**src/awq_pkg.sv**
```systemverilog
// constants, field layouts and carrier types of the write-address queue
package awq_pkg;
  // storage geometry (documented default depth)
  localparam int AWQ_DEPTH = 16;
  localparam int AWQ_PAY_W = 65; // width of one write-address entry
  localparam int AWQ_PAR_W = 7; // hamming check bits, 2**7 covers 72 positions
  localparam int AWQ_CW_W = AWQ_PAY_W + AWQ_PAR_W + 1; // plus overall parity at bit 0
  // codeword positions flipped by the error injectors (both carry data bits)
  localparam int AWQ_INJ_POS_A = 3;
  localparam int AWQ_INJ_POS_B = 5;
  // register byte offsets
  localparam logic [7:0] AWQ_OFS_CTRL = 8'h00;
  localparam logic [7:0] AWQ_OFS_STATUS = 8'h04;
  localparam logic [7:0] AWQ_OFS_IRQ_STAT = 8'h08;
  localparam logic [7:0] AWQ_OFS_IRQ_MASK = 8'h0c;
  // control register fields and reset value
  localparam int AWQ_CTRL_DEC_EN = 0; // correction on read
  localparam int AWQ_CTRL_INJ_ONE = 1; // software single-bit injection
  localparam int AWQ_CTRL_INJ_TWO = 2; // software double-bit injection
  localparam logic [2:0] AWQ_CTRL_RST = 3'h1;
  // status register field positions
  localparam int AWQ_ST_CNT_LSB = 0;
  localparam int AWQ_ST_HIGH = 16;
  localparam int AWQ_ST_LOW = 17;
  localparam int AWQ_ST_READY = 18;
  localparam int AWQ_ST_VALID = 19;
  localparam int AWQ_EVT_W = 6;
  localparam logic [AWQ_EVT_W-1:0] AWQ_MASK_RST = 6'h00;

  // one write-address channel transfer
  typedef struct packed {
    logic [3:0] id;
    logic [31:0] addr;
    logic [7:0] len;
    logic [2:0] size;
    logic [1:0] burst;
    logic lock;
    logic [3:0] cache;
    logic [2:0] prot;
    logic [3:0] qos;
    logic [3:0] region;
  } awq_aw_type;

  // interrupt sources, same layout in status and mask
  typedef struct packed {
    logic low_rise;
    logic high_rise;
    logic read_rej;
    logic write_rej;
    logic uncorr;
    logic corr;
  } awq_evt_type;
endpackage : awq_pkg

```
**src/awq_addr_fifo.sv**
```systemverilog
// write-address channel queue with ecc, level flags, counts and wishbone status
`timescale 1ns/1ps
`default_nettype none

module awq_addr_fifo
  import awq_pkg::*;
#(
  parameter int DEPTH = AWQ_DEPTH,
  parameter bit ECC_EN = 1'b1
) (
  input wire logic core_clk,
  input wire logic reset_n,
  input wire logic clk_en,
  input wire awq_aw_type s_aw,
  input wire logic s_awvalid,
  output logic s_awready,
  output awq_aw_type m_aw,
  output logic m_awvalid,
  input wire logic m_awready,
  input wire logic [$clog2(DEPTH)-1:0] addr_q_low_level_threshold,
  input wire logic [$clog2(DEPTH)-1:0] addr_q_high_level_threshold,
  input wire logic addr_q_corrupt_one_bit_in,
  input wire logic addr_q_corrupt_two_bits_in,
  output logic addr_q_corrected_error_out,
  output logic addr_q_uncorrectable_error_out,
  output logic addr_q_write_rejected,
  output logic addr_q_read_rejected,
  output logic [$clog2(DEPTH)+1:0] addr_q_write_side_occupancy,
  output logic [$clog2(DEPTH)+1:0] addr_q_read_side_occupancy,
  output logic [$clog2(DEPTH)+1:0] addr_q_common_occupancy,
  output logic addr_q_high_level_flag,
  output logic addr_q_low_level_flag,
  input wire logic wb_cyc_i,
  input wire logic wb_stb_i,
  input wire logic wb_we_i,
  input wire logic [7:0] wb_adr_i,
  input wire logic [3:0] wb_sel_i,
  input wire logic [31:0] wb_dat_i,
  output logic [31:0] wb_dat_o,
  output logic wb_ack_o,
  output logic irq
);

  localparam int PTR_W = $clog2(DEPTH); // depth must be a power of two
  localparam int CNT_W = $clog2(DEPTH) + 2; // counts reach DEPTH+1 with output stage
  localparam logic [CNT_W-1:0] MEM_FULL = CNT_W'(DEPTH);

  // hamming encode with overall parity in bit 0
  function automatic logic [AWQ_CW_W-1:0] ecc_encode(input awq_aw_type d);
    logic [AWQ_CW_W-1:0] cw;
    logic [AWQ_PAR_W-1:0] syn;
    int k;
    cw = '0;
    syn = '0;
    k = 0;
    for (int pos = 1; pos < AWQ_CW_W; pos++) begin
      // data goes to every position that is not a power of two
      if ((pos & (pos - 1)) != 0) begin
        cw[pos] = d[k];
        k++;
        if (cw[pos]) begin
          syn = syn ^ AWQ_PAR_W'(pos);
        end
      end
    end
    for (int p = 0; p < AWQ_PAR_W; p++) begin
      cw[1 << p] = syn[p];
    end
    cw[0] = ^cw[AWQ_CW_W-1:1];
    return cw;
  endfunction : ecc_encode

  // decode: returns {corrected, uncorrectable, data}
  function automatic logic [AWQ_PAY_W+1:0] ecc_decode(input logic [AWQ_CW_W-1:0] cw_in, input logic en);
    logic [AWQ_CW_W-1:0] cw;
    logic [AWQ_PAR_W-1:0] syn;
    logic [AWQ_PAY_W-1:0] d;
    logic sb;
    logic db;
    int k;
    cw = cw_in;
    syn = '0;
    d = '0;
    sb = 1'b0;
    db = 1'b0;
    k = 0;
    for (int pos = 1; pos < AWQ_CW_W; pos++) begin
      if (cw[pos]) begin
        syn = syn ^ AWQ_PAR_W'(pos);
      end
    end
    if (en) begin
      if (^cw_in) begin
        // odd parity: one bit wrong, syndrome names it (0 means the parity bit)
        sb = 1'b1;
        if (int'(syn) < AWQ_CW_W) begin
          cw[syn] = ~cw[syn];
        end
      end else if (syn != '0) begin
        // even parity with a syndrome: two bits wrong, cannot repair
        db = 1'b1;
      end
    end
    for (int pos = 1; pos < AWQ_CW_W; pos++) begin
      if ((pos & (pos - 1)) != 0) begin
        d[k] = cw[pos];
        k++;
      end
    end
    return {sb, db, d};
  endfunction : ecc_decode

  // storage and pointers
  logic [AWQ_CW_W-1:0] mem_q [DEPTH]; // encoded entries
  logic [PTR_W-1:0] wr_ptr_q; // next slot to write
  logic [PTR_W-1:0] rd_ptr_q; // next slot to read
  logic [CNT_W-1:0] mem_cnt_q; // entries in memory, not counting output stage
  logic [CNT_W-1:0] mem_cnt_d;
  logic [CNT_W-1:0] total_q; // memory plus output stage
  logic [CNT_W-1:0] total_d;
  logic s_ready_q;
  logic m_valid_q;
  awq_aw_type m_aw_q;
  // thresholds captured while reset is held
  logic [PTR_W-1:0] low_thr_q;
  logic [PTR_W-1:0] high_thr_q;
  // status outputs
  logic corr_q;
  logic uncorr_q;
  logic wr_rej_q;
  logic rd_rej_q;
  logic high_q;
  logic low_q;
  // register file
  logic [2:0] ctrl_q;
  awq_evt_type irq_stat_q;
  awq_evt_type irq_mask_q;
  logic irq_q;
  logic [31:0] wb_dat_q;
  logic wb_ack_q;

  // handshakes and derived strobes
  logic push; // entry accepted from upstream
  logic pop; // entry taken by downstream
  logic load; // memory head moves into output stage
  logic wr_refused; // write accepted into a full memory
  logic rd_refused; // load from an empty memory; never set, its last term is zero
  logic inj_one;
  logic inj_two;
  logic dec_en;
  logic [AWQ_CW_W-1:0] wr_cw;
  logic [AWQ_PAY_W+1:0] rd_dec;
  logic wb_req;
  logic wb_wr;
  awq_evt_type evt;

  assign push = s_awvalid && s_ready_q;
  assign pop = m_valid_q && m_awready;
  assign load = (mem_cnt_q != '0) && (!m_valid_q || m_awready);
  // the ready handshake keeps wr_refused low in practice; rd_refused is tied low by its constant zero term
  assign wr_refused = push && (mem_cnt_q == MEM_FULL);
  assign rd_refused = (!m_valid_q || m_awready) && (mem_cnt_q == '0) && 1'b0;
  assign inj_one = ECC_EN && (addr_q_corrupt_one_bit_in || ctrl_q[AWQ_CTRL_INJ_ONE]);
  assign inj_two = ECC_EN && (addr_q_corrupt_two_bits_in || ctrl_q[AWQ_CTRL_INJ_TWO]);
  assign dec_en = ECC_EN && ctrl_q[AWQ_CTRL_DEC_EN];
  assign rd_dec = ecc_decode(mem_q[rd_ptr_q], dec_en);
  assign wb_req = wb_cyc_i && wb_stb_i && !wb_ack_q;
  assign wb_wr = wb_req && wb_we_i && wb_sel_i[0];

  // encoded write word, with optional corruption; double wins over single
  always_comb begin
    wr_cw = ecc_encode(s_aw);
    if (inj_two) begin
      wr_cw[AWQ_INJ_POS_A] = ~wr_cw[AWQ_INJ_POS_A];
      wr_cw[AWQ_INJ_POS_B] = ~wr_cw[AWQ_INJ_POS_B];
    end else if (inj_one) begin
      wr_cw[AWQ_INJ_POS_A] = ~wr_cw[AWQ_INJ_POS_A];
    end
  end

  // next counts; a transfer at this edge is seen only after it
  always_comb begin
    mem_cnt_d = mem_cnt_q + CNT_W'(push) - CNT_W'(load);
    total_d = total_q + CNT_W'(push) - CNT_W'(pop);
  end

  // memory writes; no reset needed, pointers guard stale words
  always_ff @(posedge core_clk) begin
    if (clk_en && push) begin
      mem_q[wr_ptr_q] <= wr_cw;
    end
  end

  // pointers and counts
  always_ff @(posedge core_clk) begin
    if (!reset_n) begin
      wr_ptr_q <= '0;
      rd_ptr_q <= '0;
      mem_cnt_q <= '0;
      total_q <= '0;
      s_ready_q <= 1'b0;
    end else if (clk_en) begin
      // pointers move on push and load only; a wr_refused write is still a push, so it moves wr_ptr_q and writes memory
      if (push) begin
        wr_ptr_q <= wr_ptr_q + PTR_W'(1);
      end
      if (load) begin
        rd_ptr_q <= rd_ptr_q + PTR_W'(1);
      end
      mem_cnt_q <= mem_cnt_d;
      total_q <= total_d;
      s_ready_q <= mem_cnt_d < MEM_FULL;
    end
  end

  // output stage; errors pulse for the cycle after the word is loaded
  always_ff @(posedge core_clk) begin
    if (!reset_n) begin
      m_valid_q <= 1'b0;
      m_aw_q <= '0;
      corr_q <= 1'b0;
      uncorr_q <= 1'b0;
    end else if (clk_en) begin
      m_valid_q <= load || (m_valid_q && !m_awready);
      corr_q <= load && rd_dec[AWQ_PAY_W+1];
      uncorr_q <= load && rd_dec[AWQ_PAY_W];
      if (load) begin
        m_aw_q <= awq_aw_type'(rd_dec[AWQ_PAY_W-1:0]);
      end
    end
  end

  // threshold capture: sampled every reset cycle, held afterwards
  always_ff @(posedge core_clk) begin
    if (!reset_n) begin
      low_thr_q <= addr_q_low_level_threshold;
      high_thr_q <= addr_q_high_level_threshold;
    end
  end

  // level flags and rejection indicators
  always_ff @(posedge core_clk) begin
    if (!reset_n) begin
      high_q <= 1'b0;
      low_q <= 1'b1;
      wr_rej_q <= 1'b0;
      rd_rej_q <= 1'b0;
    end else if (clk_en) begin
      high_q <= total_d >= CNT_W'(high_thr_q);
      low_q <= total_d <= CNT_W'(low_thr_q);
      wr_rej_q <= wr_refused;
      rd_rej_q <= rd_refused;
    end
  end

  // interrupt events; flag rises use the next-value compares
  always_comb begin
    evt.corr = load && rd_dec[AWQ_PAY_W+1];
    evt.uncorr = load && rd_dec[AWQ_PAY_W];
    evt.write_rej = wr_refused;
    evt.read_rej = rd_refused;
    evt.high_rise = !high_q && (total_d >= CNT_W'(high_thr_q));
    evt.low_rise = !low_q && (total_d <= CNT_W'(low_thr_q));
  end

  // control, mask and sticky status; a new event beats write-one-to-clear
  always_ff @(posedge core_clk) begin
    if (!reset_n) begin
      ctrl_q <= AWQ_CTRL_RST;
      irq_mask_q <= awq_evt_type'(AWQ_MASK_RST);
      irq_stat_q <= '0;
      irq_q <= 1'b0;
    end else if (clk_en) begin
      if (wb_wr && wb_adr_i == AWQ_OFS_CTRL) begin
        ctrl_q <= wb_dat_i[2:0];
      end
      if (wb_wr && wb_adr_i == AWQ_OFS_IRQ_MASK) begin
        irq_mask_q <= awq_evt_type'(wb_dat_i[AWQ_EVT_W-1:0]);
      end
      if (wb_wr && wb_adr_i == AWQ_OFS_IRQ_STAT) begin
        irq_stat_q <= (irq_stat_q & ~awq_evt_type'(wb_dat_i[AWQ_EVT_W-1:0])) | evt;
      end else begin
        irq_stat_q <= irq_stat_q | evt;
      end
      irq_q <= |(irq_stat_q & irq_mask_q);
    end
  end

  // wishbone slave: one-cycle ack, unmapped offsets read zero
  always_ff @(posedge core_clk) begin
    if (!reset_n) begin
      wb_ack_q <= 1'b0;
      wb_dat_q <= '0;
    end else if (clk_en) begin
      wb_ack_q <= wb_req;
      wb_dat_q <= '0;
      if (wb_req && !wb_we_i) begin
        unique case (wb_adr_i)
          AWQ_OFS_CTRL: begin
            wb_dat_q <= {29'h0000_0000, ctrl_q};
          end
          AWQ_OFS_STATUS: begin
            wb_dat_q[AWQ_ST_CNT_LSB +: CNT_W] <= total_q;
            wb_dat_q[AWQ_ST_HIGH] <= high_q;
            wb_dat_q[AWQ_ST_LOW] <= low_q;
            wb_dat_q[AWQ_ST_READY] <= s_ready_q;
            wb_dat_q[AWQ_ST_VALID] <= m_valid_q;
          end
          AWQ_OFS_IRQ_STAT: begin
            wb_dat_q <= {26'h000_0000, irq_stat_q};
          end
          AWQ_OFS_IRQ_MASK: begin
            wb_dat_q <= {26'h000_0000, irq_mask_q};
          end
          default: begin
            wb_dat_q <= '0;
          end
        endcase
      end
    end
  end

  // every output is a flop; one clock so all three counts agree
  assign s_awready = s_ready_q;
  assign m_awvalid = m_valid_q;
  assign m_aw = m_aw_q;
  assign addr_q_corrected_error_out = corr_q;
  assign addr_q_uncorrectable_error_out = uncorr_q;
  assign addr_q_write_rejected = wr_rej_q;
  assign addr_q_read_rejected = rd_rej_q;
  assign addr_q_write_side_occupancy = total_q;
  assign addr_q_read_side_occupancy = total_q;
  assign addr_q_common_occupancy = total_q;
  assign addr_q_high_level_flag = high_q;
  assign addr_q_low_level_flag = low_q;
  assign wb_dat_o = wb_dat_q;
  assign wb_ack_o = wb_ack_q;
  assign irq = irq_q;

endmodule : awq_addr_fifo

`default_nettype wire

```
**config.mk**
```make
export PLATFORM = sky130hd
export DESIGN_NAME = awq_addr_fifo
export DESIGN_NICKNAME = d
export VERILOG_FILES = /design/src/awq_pkg.sv /design/src/awq_addr_fifo.sv
export SDC_FILE = /design/constraint.sdc
export NUM_CORES = 1
export LEC_CHECK = 0
export ABC_AREA = 1
export BUFFER_PORTS_ARGS = -buffer_cell sky130_fd_sc_hd__clkbuf_2
export CORE_ASPECT_RATIO = 0.7
export CORE_MARGIN = 5
export CORE_UTILIZATION = 40
export CTS_BUF_LIST = sky130_fd_sc_hd__clkbuf_8
export DETAILED_ROUTE_END_ITERATION = 7
export PLACE_DENSITY_LB_ADDON = 0.2
export SETUP_SLACK_MARGIN = 0.4
export SLEW_MARGIN = 40
export SYNTH_ARGS = -nofsm -noshare
export SYNTH_HDL_FRONTEND = slang
export SYNTH_SLANG_ARGS = --single-unit
```
**constraint.sdc**
```tcl
create_clock -name core_clk -period 5.29 [get_ports core_clk]
set_input_delay 1.058 -clock core_clk [delete_from_list [all_inputs] [get_ports core_clk]]
set_output_delay 1.058 -clock core_clk [all_outputs]
set_load 0.005 [all_outputs]
```
==> report_table.html, run 1 <==
<table>
<tr><th>Metric</th><th>Value</th></tr>
<tr><th colspan="2">Drt</th></tr>
<tr><td>Via count</td><td>44700</td></tr>
<tr><td>Post-DR vias/cell</td><td>5.27</td></tr>
<tr><td>Antenna Violating Nets Remaining</td><td>0</td></tr>
<tr><td>Length of the first detailed-routing pass in iterations</td><td>6</td></tr>
<tr><td>Violation count after the first detailed-routing iteration</td><td>5563</td></tr>
<tr><td>DRC errors left</td><td>0</td></tr>
<tr><td>Routed WL per cell</td><td>23.5 microns</td></tr>
<tr><td>Wire length reported by the detailed router</td><td>200000 microns</td></tr>
<tr><th colspan="2">Worst setup path</th></tr>
<tr><td>Data required time at the worst endpoint</td><td>6.03 ns</td></tr>
<tr><td>Number of buffer and inverter instances along the worst setup path</td><td>10</td></tr>
<tr><td>Largest delay share family, worst path</td><td>simple AND/OR/NAND/NOR gates</td></tr>
<tr><td>Maximum fanout along the worst path</td><td>14</td></tr>
<tr><td>Type of the setup path with the least slack</td><td>flop to flop</td></tr>
<tr><td>Largest stage delay on the critical path</td><td>0.37 ns</td></tr>
<tr><td>Crit path arrival time</td><td>5.50 ns</td></tr>
<tr><td>Cell with the biggest individual delay on the critical path</td><td>dfxtp_4</td></tr>
<tr><td>Cell mode on critical path</td><td>nand2_1</td></tr>
<tr><td>Nature of the critical path endpoint</td><td>flop</td></tr>
<tr><td>Worst-case register-to-register setup slack</td><td>0.53 ns</td></tr>
<tr><td>Crit start category</td><td>flop</td></tr>
<tr><th colspan="2">Global route</th></tr>
<tr><td>Vias in the first global route</td><td>40300</td></tr>
<tr><td>Largest net degree at the start of global routing</td><td>91</td></tr>
<tr><td>Global-route wire length before repair</td><td>278000 microns</td></tr>
<tr><td>Initial antenna violation count</td><td>19</td></tr>
<tr><td>GR Util All Layers</td><td>23.9%</td></tr>
<tr><td>Overflow after GRT</td><td>0</td></tr>
<tr><th colspan="2">CTS</th></tr>
<tr><td>H-tree Lvls</td><td>4</td></tr>
<tr><td>Hold bufs inserted after CTS</td><td>0</td></tr>
<tr><td>Clock transition at the registers of the reported paths</td><td>0.07 ns</td></tr>
<tr><td>Clk_lat worst skew</td><td>0.90 ns</td></tr>
<tr><td>Root Driver</td><td>clkbuf_8</td></tr>
<tr><td>CTS sink cnt</td><td>1299</td></tr>
<tr><td>CTS max path bufs</td><td>3</td></tr>
<tr><td>Total clock buffers created by CTS</td><td>194</td></tr>
<tr><td>CTS tree</td><td>yes</td></tr>
<tr><th colspan="2">Floorplanning</th></tr>
<tr><td>Row count</td><td>118</td></tr>
<tr><td>Horizontal die dimension</td><td>471 microns</td></tr>
<tr><td>Starting Density</td><td>40.2%</td></tr>
<tr><td>Die Footprint</td><td>157000 sq um</td></tr>
<tr><td>Top-Level Pins</td><td>252</td></tr>
<tr><td>Area of the core region</td><td>148000 sq um</td></tr>
<tr><td>Die height</td><td>333 microns</td></tr>
<tr><th colspan="2">STA</th></tr>
<tr><td>Tmin final</td><td>4.76 ns</td></tr>
<tr><td>Total count of hold-check failures in the final report</td><td>0</td></tr>
<tr><td>Max-slew violation count</td><td>0</td></tr>
<tr><td>Transition time at the pin with the least slew margin</td><td>0.838 ns</td></tr>
<tr><td>Setup repair after global routing missed its margin</td><td>true</td></tr>
<tr><td>Relative slew slack</td><td>44.0%</td></tr>
<tr><td>Number of setup violations in the final report</td><td>0</td></tr>
<tr><td>Max Clk Rate</td><td>0.210 GHz</td></tr>
<tr><td>Clock skew</td><td>0.0506 ns</td></tr>
<tr><td>Post-Route Setup TNS</td><td>0 ns</td></tr>
<tr><td>Ratio of final minimum period to clock period</td><td>90.0%</td></tr>
<tr><th colspan="2">Placement</th></tr>
<tr><td>Gpl congestion</td><td>0.928</td></tr>
<tr><td>Total of buffers placed on input and output ports</td><td>199</td></tr>
<tr><td>Post-DP HPWL</td><td>121000 microns</td></tr>
<tr><td>Number of placed instances, taps included</td><td>8031</td></tr>
<tr><td>Post-place instance area</td><td>64200 sq um</td></tr>
<tr><th colspan="2">Power</th></tr>
<tr><td>IR drop worst, VDD</td><td>0.00158 V</td></tr>
<tr><td>Proportion of power drawn by the clock network</td><td>17.6%</td></tr>
<tr><td>Net Sw Frac</td><td>43.6%</td></tr>
<tr><td>Sequential share of power</td><td>28.2%</td></tr>
<tr><td>Gate power share</td><td>54.2%</td></tr>
<tr><td>Total internal power</td><td>25.1 mW</td></tr>
<tr><td>Total power draw</td><td>44.5 mW</td></tr>
<tr><td>Total power divided by cell area</td><td>633 nW/um^2</td></tr>
<tr><td>Static leakage</td><td>27.6 nW</td></tr>
<tr><td>Switching power</td><td>19.4 mW</td></tr>
<tr><th colspan="2">Layout</th></tr>
<tr><td>Design Area, Final</td><td>70300 sq um</td></tr>
<tr><td>Area grow syn2layout</td><td>18.1%</td></tr>
<tr><td>Non-filler instance count after layout</td><td>8494</td></tr>
<tr><td>Total number of nets in the final design</td><td>6500</td></tr>
<tr><td>Share of final-layout standard cells stronger than drive strength 1</td><td>15.8%</td></tr>
<tr><th colspan="2">Synth</th></tr>
<tr><td>Share of synthesized cell area in full adder, half adder and majority cells</td><td>0.656%</td></tr>
<tr><td>XOR/XNOR Fraction of Synth Area</td><td>3.50%</td></tr>
<tr><td>Yosys warnings</td><td>0</td></tr>
<tr><td>Area fraction in compound gates after synthesis</td><td>6.29%</td></tr>
<tr><td>Combinational family with the most area after synthesis</td><td>simple AND/OR/NAND/NOR gates</td></tr>
<tr><td>Synth unique cells</td><td>55</td></tr>
<tr><td>Synth Cell Area</td><td>59500 sq um</td></tr>
<tr><td>Total of flip-flops plus latches after synthesis</td><td>1299</td></tr>
<tr><td>Post-synthesis area per instance</td><td>10.1 sq um</td></tr>
<tr><td>Sequential element share of the synthesized area</td><td>63.5%</td></tr>
<tr><td>Post-synthesis mux area share</td><td>0%</td></tr>
<tr><td>Basic-gate share of the synthesized area counting and, or, nand and nor cells</td><td>19.8%</td></tr>
<tr><td>Syn Inst Count</td><td>5901</td></tr>
<tr><th colspan="2">Min path</th></tr>
<tr><td>Worst min-delay path category</td><td>input port to flop</td></tr>
<tr><th colspan="2">Run</th></tr>
<tr><td>MaxCap Viol Count</td><td>0</td></tr>
<tr><th colspan="2">Status</th></tr>
<tr><td>Run status</td><td>finished, final reports clean</td></tr>
</table>
flip-flops by register name (all words and copies together), names as in the netlist, 6 cells and up, named ones only:
| name | cells |
|---|---|
| mem_q | 1168 |
| m_aw | 65 |
| wb_dat_o | 10 |
| addr_q_common_occupancy | 6 |
| irq_mask_q | 6 |
| irq_stat_q | 6 |
| mem_cnt_q | 6 |
cell families (layout without fill, tap and decap cells):
family / Yosys count / in the layout
xor+xnor: 237 / 237
compound gates: 658 / 658
fa+ha+maj: 30 / 30
buf+inv: 807 / 1388
flops: 1299 / 1299
simple gates: 2869 / 2869
other cells: 1 / 33
what timing repair did:
action                                  4_1_cts  5_1_grt
endpoints found under the setup margin       65       65
resized for setup                            25      264
pin swaps                                     0       47
setup buffers                                 8       47
cloned                                        2       39
final timing paths:
| kind | start | endpoint | depth (start not counted) |
|---|---|---|---|
| worst min register to register | m_aw[53] | m_aw[53] | 2 |
| worst max-delay path | flop | m_aw[24] | 38 |
| worst max register to register | flop | m_aw[24] | 38 |
| worst min-delay path | addr_q_low_level_threshold[3] | low_thr_q[3] | 1 |
placed cells by master (no fill, tap or decap), types with 6 or more instances in the layout:
master / n
nor2_4: 20
buf_6: 24
diode_2: 10
nand4_1: 13
o22ai_1: 9
inv_8: 10
conb_1: 23
a21oi_1: 151
buf_4: 206
nor2_2: 7
edfxtp_1: 1176
o21ai_0: 293
o211ai_1: 124
inv_2: 27
nand3b_1: 7
buf_16: 19
o21a_1: 20
o21ai_1: 34
inv_4: 6
nand2_1: 1416
dfxtp_1: 119
clkinv_2: 24
inv_1: 493
nor2_1: 629
xnor2_1: 114
nand3_1: 628
xor2_1: 112
nand2_4: 35
buf_12: 69
or2_2: 6
xor2_2: 8
clkbuf_8: 201
a211oi_1: 6
clkbuf_16: 32
clkbuf_2: 199
ha_1: 28
nand2_2: 71
nand3_2: 24
clkinv_1: 55
layout make-up:
type	instances	area, sq um
Timing Repair Buffer	553	5580
Timing Repair inverter	5	65.1
Clock inverter	156	825
Inverter	473	1870
Sequential cell	1299	37800
Antenna cell	10	25.0
Multi-Input combinational cell	3817	18900
Tap cell	1980	2480
Clock buffer	201	2770
Fill cell	13700	77700
power groups by stage:
stage | sequential (mW) | combinational, mW | clock (mW)
floorplan | 12.5 | 12.0 | 0
global placement | 12.8 | 18.5 | 0
detailed placement | 12.8 | 18.6 | 0
CTS | 12.5 | 18.8 | 8.00
global route | 12.5 | 25.5 | 8.50
finish | 12.5 | 24.1 | 7.85
per-stage QoR:
stage | worst slack, ns | hold WS [ns] | utilization, %
finish | 0.529 | 0.341 | 47.5
global placement | 0.0212 | 0.455 | 43.3
CTS | 0.400 | 0.214 | 46.0
global route | 0.339 | 0.284 | 47.5
detailed placement | 0.0676 | 0.458 | 43.4
floorplan | -0.0728 | 0.444 | -
layer usage:
metal,track usage (%),up-vias,part of all wire [%]
met4,5.53,6,1.3
met3,4.51,207,10
met2,34.4,2014,43
li1,-,20800,-
met5,0,-,0.023
met1,37.3,21700,46
cells in the mapped netlist (all sizes together):
| library cell | number | share of area [%] |
|---|---|---|
| a211oi | 6 | 0.076 |
| a21boi | 1 | 0.013 |
| a21o | 2 | 0.025 |
| a21oi | 154 | 1.3 |
| a221oi | 1 | 0.015 |
| a22o | 1 | 0.015 |
| a31oi | 1 | 0.011 |
| a41oi | 1 | 0.015 |
| buf | 269 | 2.8 |
| clkbuf | 65 | 0.41 |
| clkinv | 5 | 0.036 |
| conb | 1 | 0.0063 |
| dfxtp | 123 | 4.1 |
| edfxtp | 1176 | 59 |
| fa | 2 | 0.067 |
| ha | 28 | 0.59 |
| inv | 468 | 3.0 |
| nand2 | 1522 | 9.7 |
| nand3 | 654 | 5.5 |
| nand3b | 7 | 0.088 |
| nand4 | 13 | 0.14 |
| nor2 | 656 | 4.2 |
| nor3 | 5 | 0.061 |
| nor4 | 4 | 0.042 |
| o2111ai | 1 | 0.015 |
| o211ai | 124 | 1.6 |
| o21a | 20 | 0.25 |
| o21ai | 329 | 2.8 |
| o21bai | 2 | 0.025 |
| o221ai | 4 | 0.059 |
| o22ai | 9 | 0.095 |
| o2bb2ai | 1 | 0.015 |
| o31ai | 1 | 0.013 |
| or2 | 8 | 0.084 |
| xnor2 | 116 | 1.7 |
| xor2 | 121 | 1.8 |
(Power assumes the default switching activity.)
==> inputs of run 2 (changes only) <==
--- a/config.mk
+++ b/config.mk
@@ -7,9 +7,8 @@
 export LEC_CHECK = 0
 export ABC_AREA = 1
 export BUFFER_PORTS_ARGS = -buffer_cell sky130_fd_sc_hd__clkbuf_2
-export CORE_ASPECT_RATIO = 0.7
 export CORE_MARGIN = 5
-export CORE_UTILIZATION = 40
+export CORE_UTILIZATION = 50
 export CTS_BUF_LIST = sky130_fd_sc_hd__clkbuf_8
 export DETAILED_ROUTE_END_ITERATION = 7
 export PLACE_DENSITY_LB_ADDON = 0.2
==> run 2 against run 1 <==
Utilization is 10 points higher. Setup slack better by 0.15 ns. Highest routed layer unchanged. Register-to-register slack better by 0.15 ns. Design area is 2.7% lower. Final cell count is 6.5% lower. Die area is 20% lower. Maximum frequency is 3.2% higher. Wire length is 10% lower. Critical endpoint is now m_aw[16]. Global-route usage is 3.4 points higher. Power is 11% lower. First-iteration DRC count is 27% lower.
==> report_table.html, run 2 (synthesized netlist as in run 1, its figures left out) <==
<table>
<tr><th>Metric</th><th>Value</th></tr>
<tr><th colspan="2">Global route</th></tr>
<tr><td>Largest net degree at the start of global routing</td><td>128 (+41%)</td></tr>
<tr><td>Overflow after GRT</td><td>0 (unchanged)</td></tr>
<tr><td>GR Util All Layers</td><td>27.3% (+3.4 points)</td></tr>
<tr><td>Initial antenna violation count</td><td>14 (-5)</td></tr>
<tr><td>Vias in the first global route</td><td>41000 (+1.6%)</td></tr>
<tr><td>Global-route wire length before repair</td><td>259000 microns (-6.9%)</td></tr>
<tr><th colspan="2">Min path</th></tr>
<tr><td>Worst min-delay path category</td><td>input port to flop</td></tr>
<tr><td>Hold path cells</td><td>1 (unchanged)</td></tr>
<tr><td>Worst Hold Path EP</td><td>low_thr_q[3]</td></tr>
<tr><td>Origin of the worst min-delay path</td><td>addr_q_low_level_threshold[3]</td></tr>
<tr><th colspan="2">STA</th></tr>
<tr><td>Setup repair after global routing missed its margin</td><td>false</td></tr>
<tr><td>Max-slew violation count</td><td>0 (unchanged)</td></tr>
<tr><td>Clock skew</td><td>0.0649 ns (+0.0143 ns)</td></tr>
<tr><td>Relative slew slack</td><td>44.7% (+0.67 points)</td></tr>
<tr><td>Post-Route Setup TNS</td><td>0 ns (unchanged)</td></tr>
<tr><td>Minimum hold slack</td><td>0.300 ns (-0.0415 ns)</td></tr>
<tr><td>Transition time at the pin with the least slew margin</td><td>0.828 ns (-0.00998 ns)</td></tr>
<tr><td>Ratio of final minimum period to clock period</td><td>87.2% (-2.8 points)</td></tr>
<tr><td>Number of setup violations in the final report</td><td>0 (unchanged)</td></tr>
<tr><td>Max Clk Rate</td><td>0.217 GHz (+3.2%)</td></tr>
<tr><td>Total count of hold-check failures in the final report</td><td>0 (unchanged)</td></tr>
<tr><td>Smallest setup slack after layout</td><td>0.676 ns (+0.147 ns)</td></tr>
<tr><td>Tmin final</td><td>4.61 ns (-0.147 ns)</td></tr>
<tr><th colspan="2">Worst setup path</th></tr>
<tr><td>Nature of the critical path endpoint</td><td>flop</td></tr>
<tr><td>R2R Path End</td><td>m_aw[16]</td></tr>
<tr><td>Data required time at the worst endpoint</td><td>6.10 ns (+0.07 ns)</td></tr>
<tr><td>Crit path arrival time</td><td>5.42 ns (-0.08 ns)</td></tr>
<tr><td>Crit start category</td><td>flop</td></tr>
<tr><td>Cell mode on critical path</td><td>nand2_1</td></tr>
<tr><td>Worst-case register-to-register setup slack</td><td>0.68 ns (+0.15 ns)</td></tr>
<tr><td>Type of the setup path with the least slack</td><td>flop to flop</td></tr>
<tr><td>Largest stage delay on the critical path</td><td>0.38 ns (about the same)</td></tr>
<tr><td>Cell depth of the worst flop-to-flop path</td><td>37 (-2.6%)</td></tr>
<tr><td>Cell with the biggest individual delay on the critical path</td><td>dfxtp_4</td></tr>
<tr><td>Maximum fanout along the worst path</td><td>30 (+16)</td></tr>
<tr><th colspan="2">Floorplanning</th></tr>
<tr><td>Row count</td><td>126 (+6.8%)</td></tr>
<tr><td>Top-Level Pins</td><td>252 (unchanged)</td></tr>
<tr><td>Starting Density</td><td>50.4% (+10 points)</td></tr>
<tr><td>Die Footprint</td><td>126000 sq um (-20%)</td></tr>
<tr><td>Die height</td><td>355 microns (+6.7%)</td></tr>
<tr><td>Area of the core region</td><td>118000 sq um (-20%)</td></tr>
<tr><td>Horizontal die dimension</td><td>355 microns (-25%)</td></tr>
<tr><th colspan="2">Layout</th></tr>
<tr><td>Final core utilization</td><td>57.9% (+10 points)</td></tr>
<tr><td>Most common library cell in the layout ignoring fill and taps</td><td>nand2_1</td></tr>
<tr><td>Total number of nets in the final design</td><td>6397 (-1.6%)</td></tr>
<tr><td>Largest register FFs</td><td>1168 (unchanged)</td></tr>
<tr><td>Register bank with the most flops</td><td>mem_q</td></tr>
<tr><td>Share of final-layout standard cells stronger than drive strength 1</td><td>13.5% (-2.3 points)</td></tr>
<tr><td>Count of filler cells inserted in the layout</td><td>9922 (-28%)</td></tr>
<tr><td>Area grow syn2layout</td><td>14.9%</td></tr>
<tr><td>Top library cells by usage in the layout, fill and taps aside</td><td>1439 x nand2_1, 1176 x edfxtp_1, 643 x nand3_1</td></tr>
<tr><th colspan="2">Power</th></tr>
<tr><td>IR drop worst, VDD</td><td>0.00129 V (-19%)</td></tr>
<tr><td>Total power draw</td><td>39.7 mW (-11%)</td></tr>
<tr><td>Static leakage</td><td>26.9 nW (-2.3%)</td></tr>
<tr><td>Total power divided by cell area</td><td>581 nW/um^2 (-8.3%)</td></tr>
<tr><th colspan="2">Drt</th></tr>
<tr><td>Via count</td><td>44000 (-1.6%)</td></tr>
<tr><td>Violation count after the first detailed-routing iteration</td><td>4073 (-27%)</td></tr>
<tr><td>Length of the first detailed-routing pass in iterations</td><td>5 (-1)</td></tr>
<tr><td>DRC errors left</td><td>0 (unchanged)</td></tr>
<tr><td>Post-DR vias/cell</td><td>5.54 (+5.2%)</td></tr>
<tr><td>Wire length reported by the detailed router</td><td>180000 microns (-10%)</td></tr>
<tr><td>Antenna Violating Nets Remaining</td><td>0 (unchanged)</td></tr>
<tr><td>Routed WL per cell</td><td>22.7 microns (-3.7%)</td></tr>
<tr><th colspan="2">Placement</th></tr>
<tr><td>Gpl congestion</td><td>0.927 (about the same)</td></tr>
<tr><td>Post-DP HPWL</td><td>106000 microns (-12%)</td></tr>
<tr><td>Worst setup timing slack at the placement stage</td><td>0.150 ns (+0.0820 ns)</td></tr>
<tr><td>Total of buffers placed on input and output ports</td><td>199 (unchanged)</td></tr>
<tr><th colspan="2">Status</th></tr>
<tr><td>Run status</td><td>finished, final reports clean</td></tr>
<tr><th colspan="2">CTS</th></tr>
<tr><td>Clock transition at the registers of the reported paths</td><td>0.06 ns (about the same)</td></tr>
<tr><td>CTS sink cnt</td><td>1299 (unchanged)</td></tr>
<tr><td>CTS tree</td><td>yes</td></tr>
<tr><td>Root Driver</td><td>clkbuf_8</td></tr>
<tr><td>Total clock buffers created by CTS</td><td>207 (+6.7%)</td></tr>
<tr><td>H-tree Lvls</td><td>4 (unchanged)</td></tr>
<tr><td>Clk_lat worst skew</td><td>0.96 ns (+0.06 ns)</td></tr>
<tr><td>CTS max path bufs</td><td>3 (unchanged)</td></tr>
<tr><th colspan="2">Run</th></tr>
<tr><td>MaxCap Viol Count</td><td>0 (unchanged)</td></tr>
</table>
==> run 2: worst max path at each step <==
stage / slack, ns / startpoint / end / depth (start not counted)
floorplan: -0.07 / clk_en / mem_q[11][0] / 6
CTS: 0.40 / flop / m_aw[47] / 36
detailed placement: 0.15 / flop / m_aw[47] / 33
finish: 0.68 / flop / m_aw[16] / 37
global placement: 0.22 / flop / m_aw[47] / 35
global route: 0.37 / flop / m_aw[24] / 39
==> run 2: final cells by class <==
| type | count | area, sq um | share of cell area (%) |
|---|---|---|---|
| Sequential cell | 1299 | 37800 | 55.3 |
| Multi-Input combinational cell | 3817 | 18700 | 27.3 |
| Timing Repair Buffer | 439 | 4300 | 6.29 |
| Clock buffer | 213 | 2930 | 4.29 |
| Tap cell | 1536 | 1920 | 2.81 |
| Inverter | 473 | 1840 | 2.70 |
| Clock inverter | 160 | 860 | 1.26 |
| Timing Repair inverter | 3 | 38.8 | 0.0567 |
| Antenna cell | 4 | 10.0 | 0.0146 |
==> run 2: where the power goes <==
part	internal [mW]	switching, mW	leakage (nW)
registers	12.4	0.133	11.6
clock network	3.96	4.06	2.25
logic	6.21	12.9	13.1
total	22.6	17.1	26.9
==> run 2: per-stage QoR <==
| stage | cells | instance area, sq um |
|---|---|---|
| floorplan | 5923 | 59600 |
| global route | 7942 | 68400 |
| global placement | 7515 | 63100 |
| CTS | 7894 | 67200 |
| finish | 7944 | 68400 |
| detailed placement | 7516 | 63200 |
==> run 2: worst max-delay path: cells and delay by family (launching register included) <==
kind / cells / cell delay (ns)
buffers and inverters: 9 / 1.32
AOI/OAI and AO/OA: 3 / 0.38
and+or+nand+nor: 25 / 2.35
DFF: 1 / 0.38
==> run 2: layer usage <==
metal | GRT usage [%] | share of wire, %
met1 | 36.4 | 40
met2 | 44.1 | 47
met3 | 6.23 | 9.1
met4 | 10.3 | 3.9
met5 | 0 | 0.046
==> run 2: timing repair <==
action	CTS	global route
buffers inserted	3	25
resized for setup	29	134
pin swaps	0	12
gates cloned	2	21
endpoints found under the setup margin	65	65
hold buffers	0	0
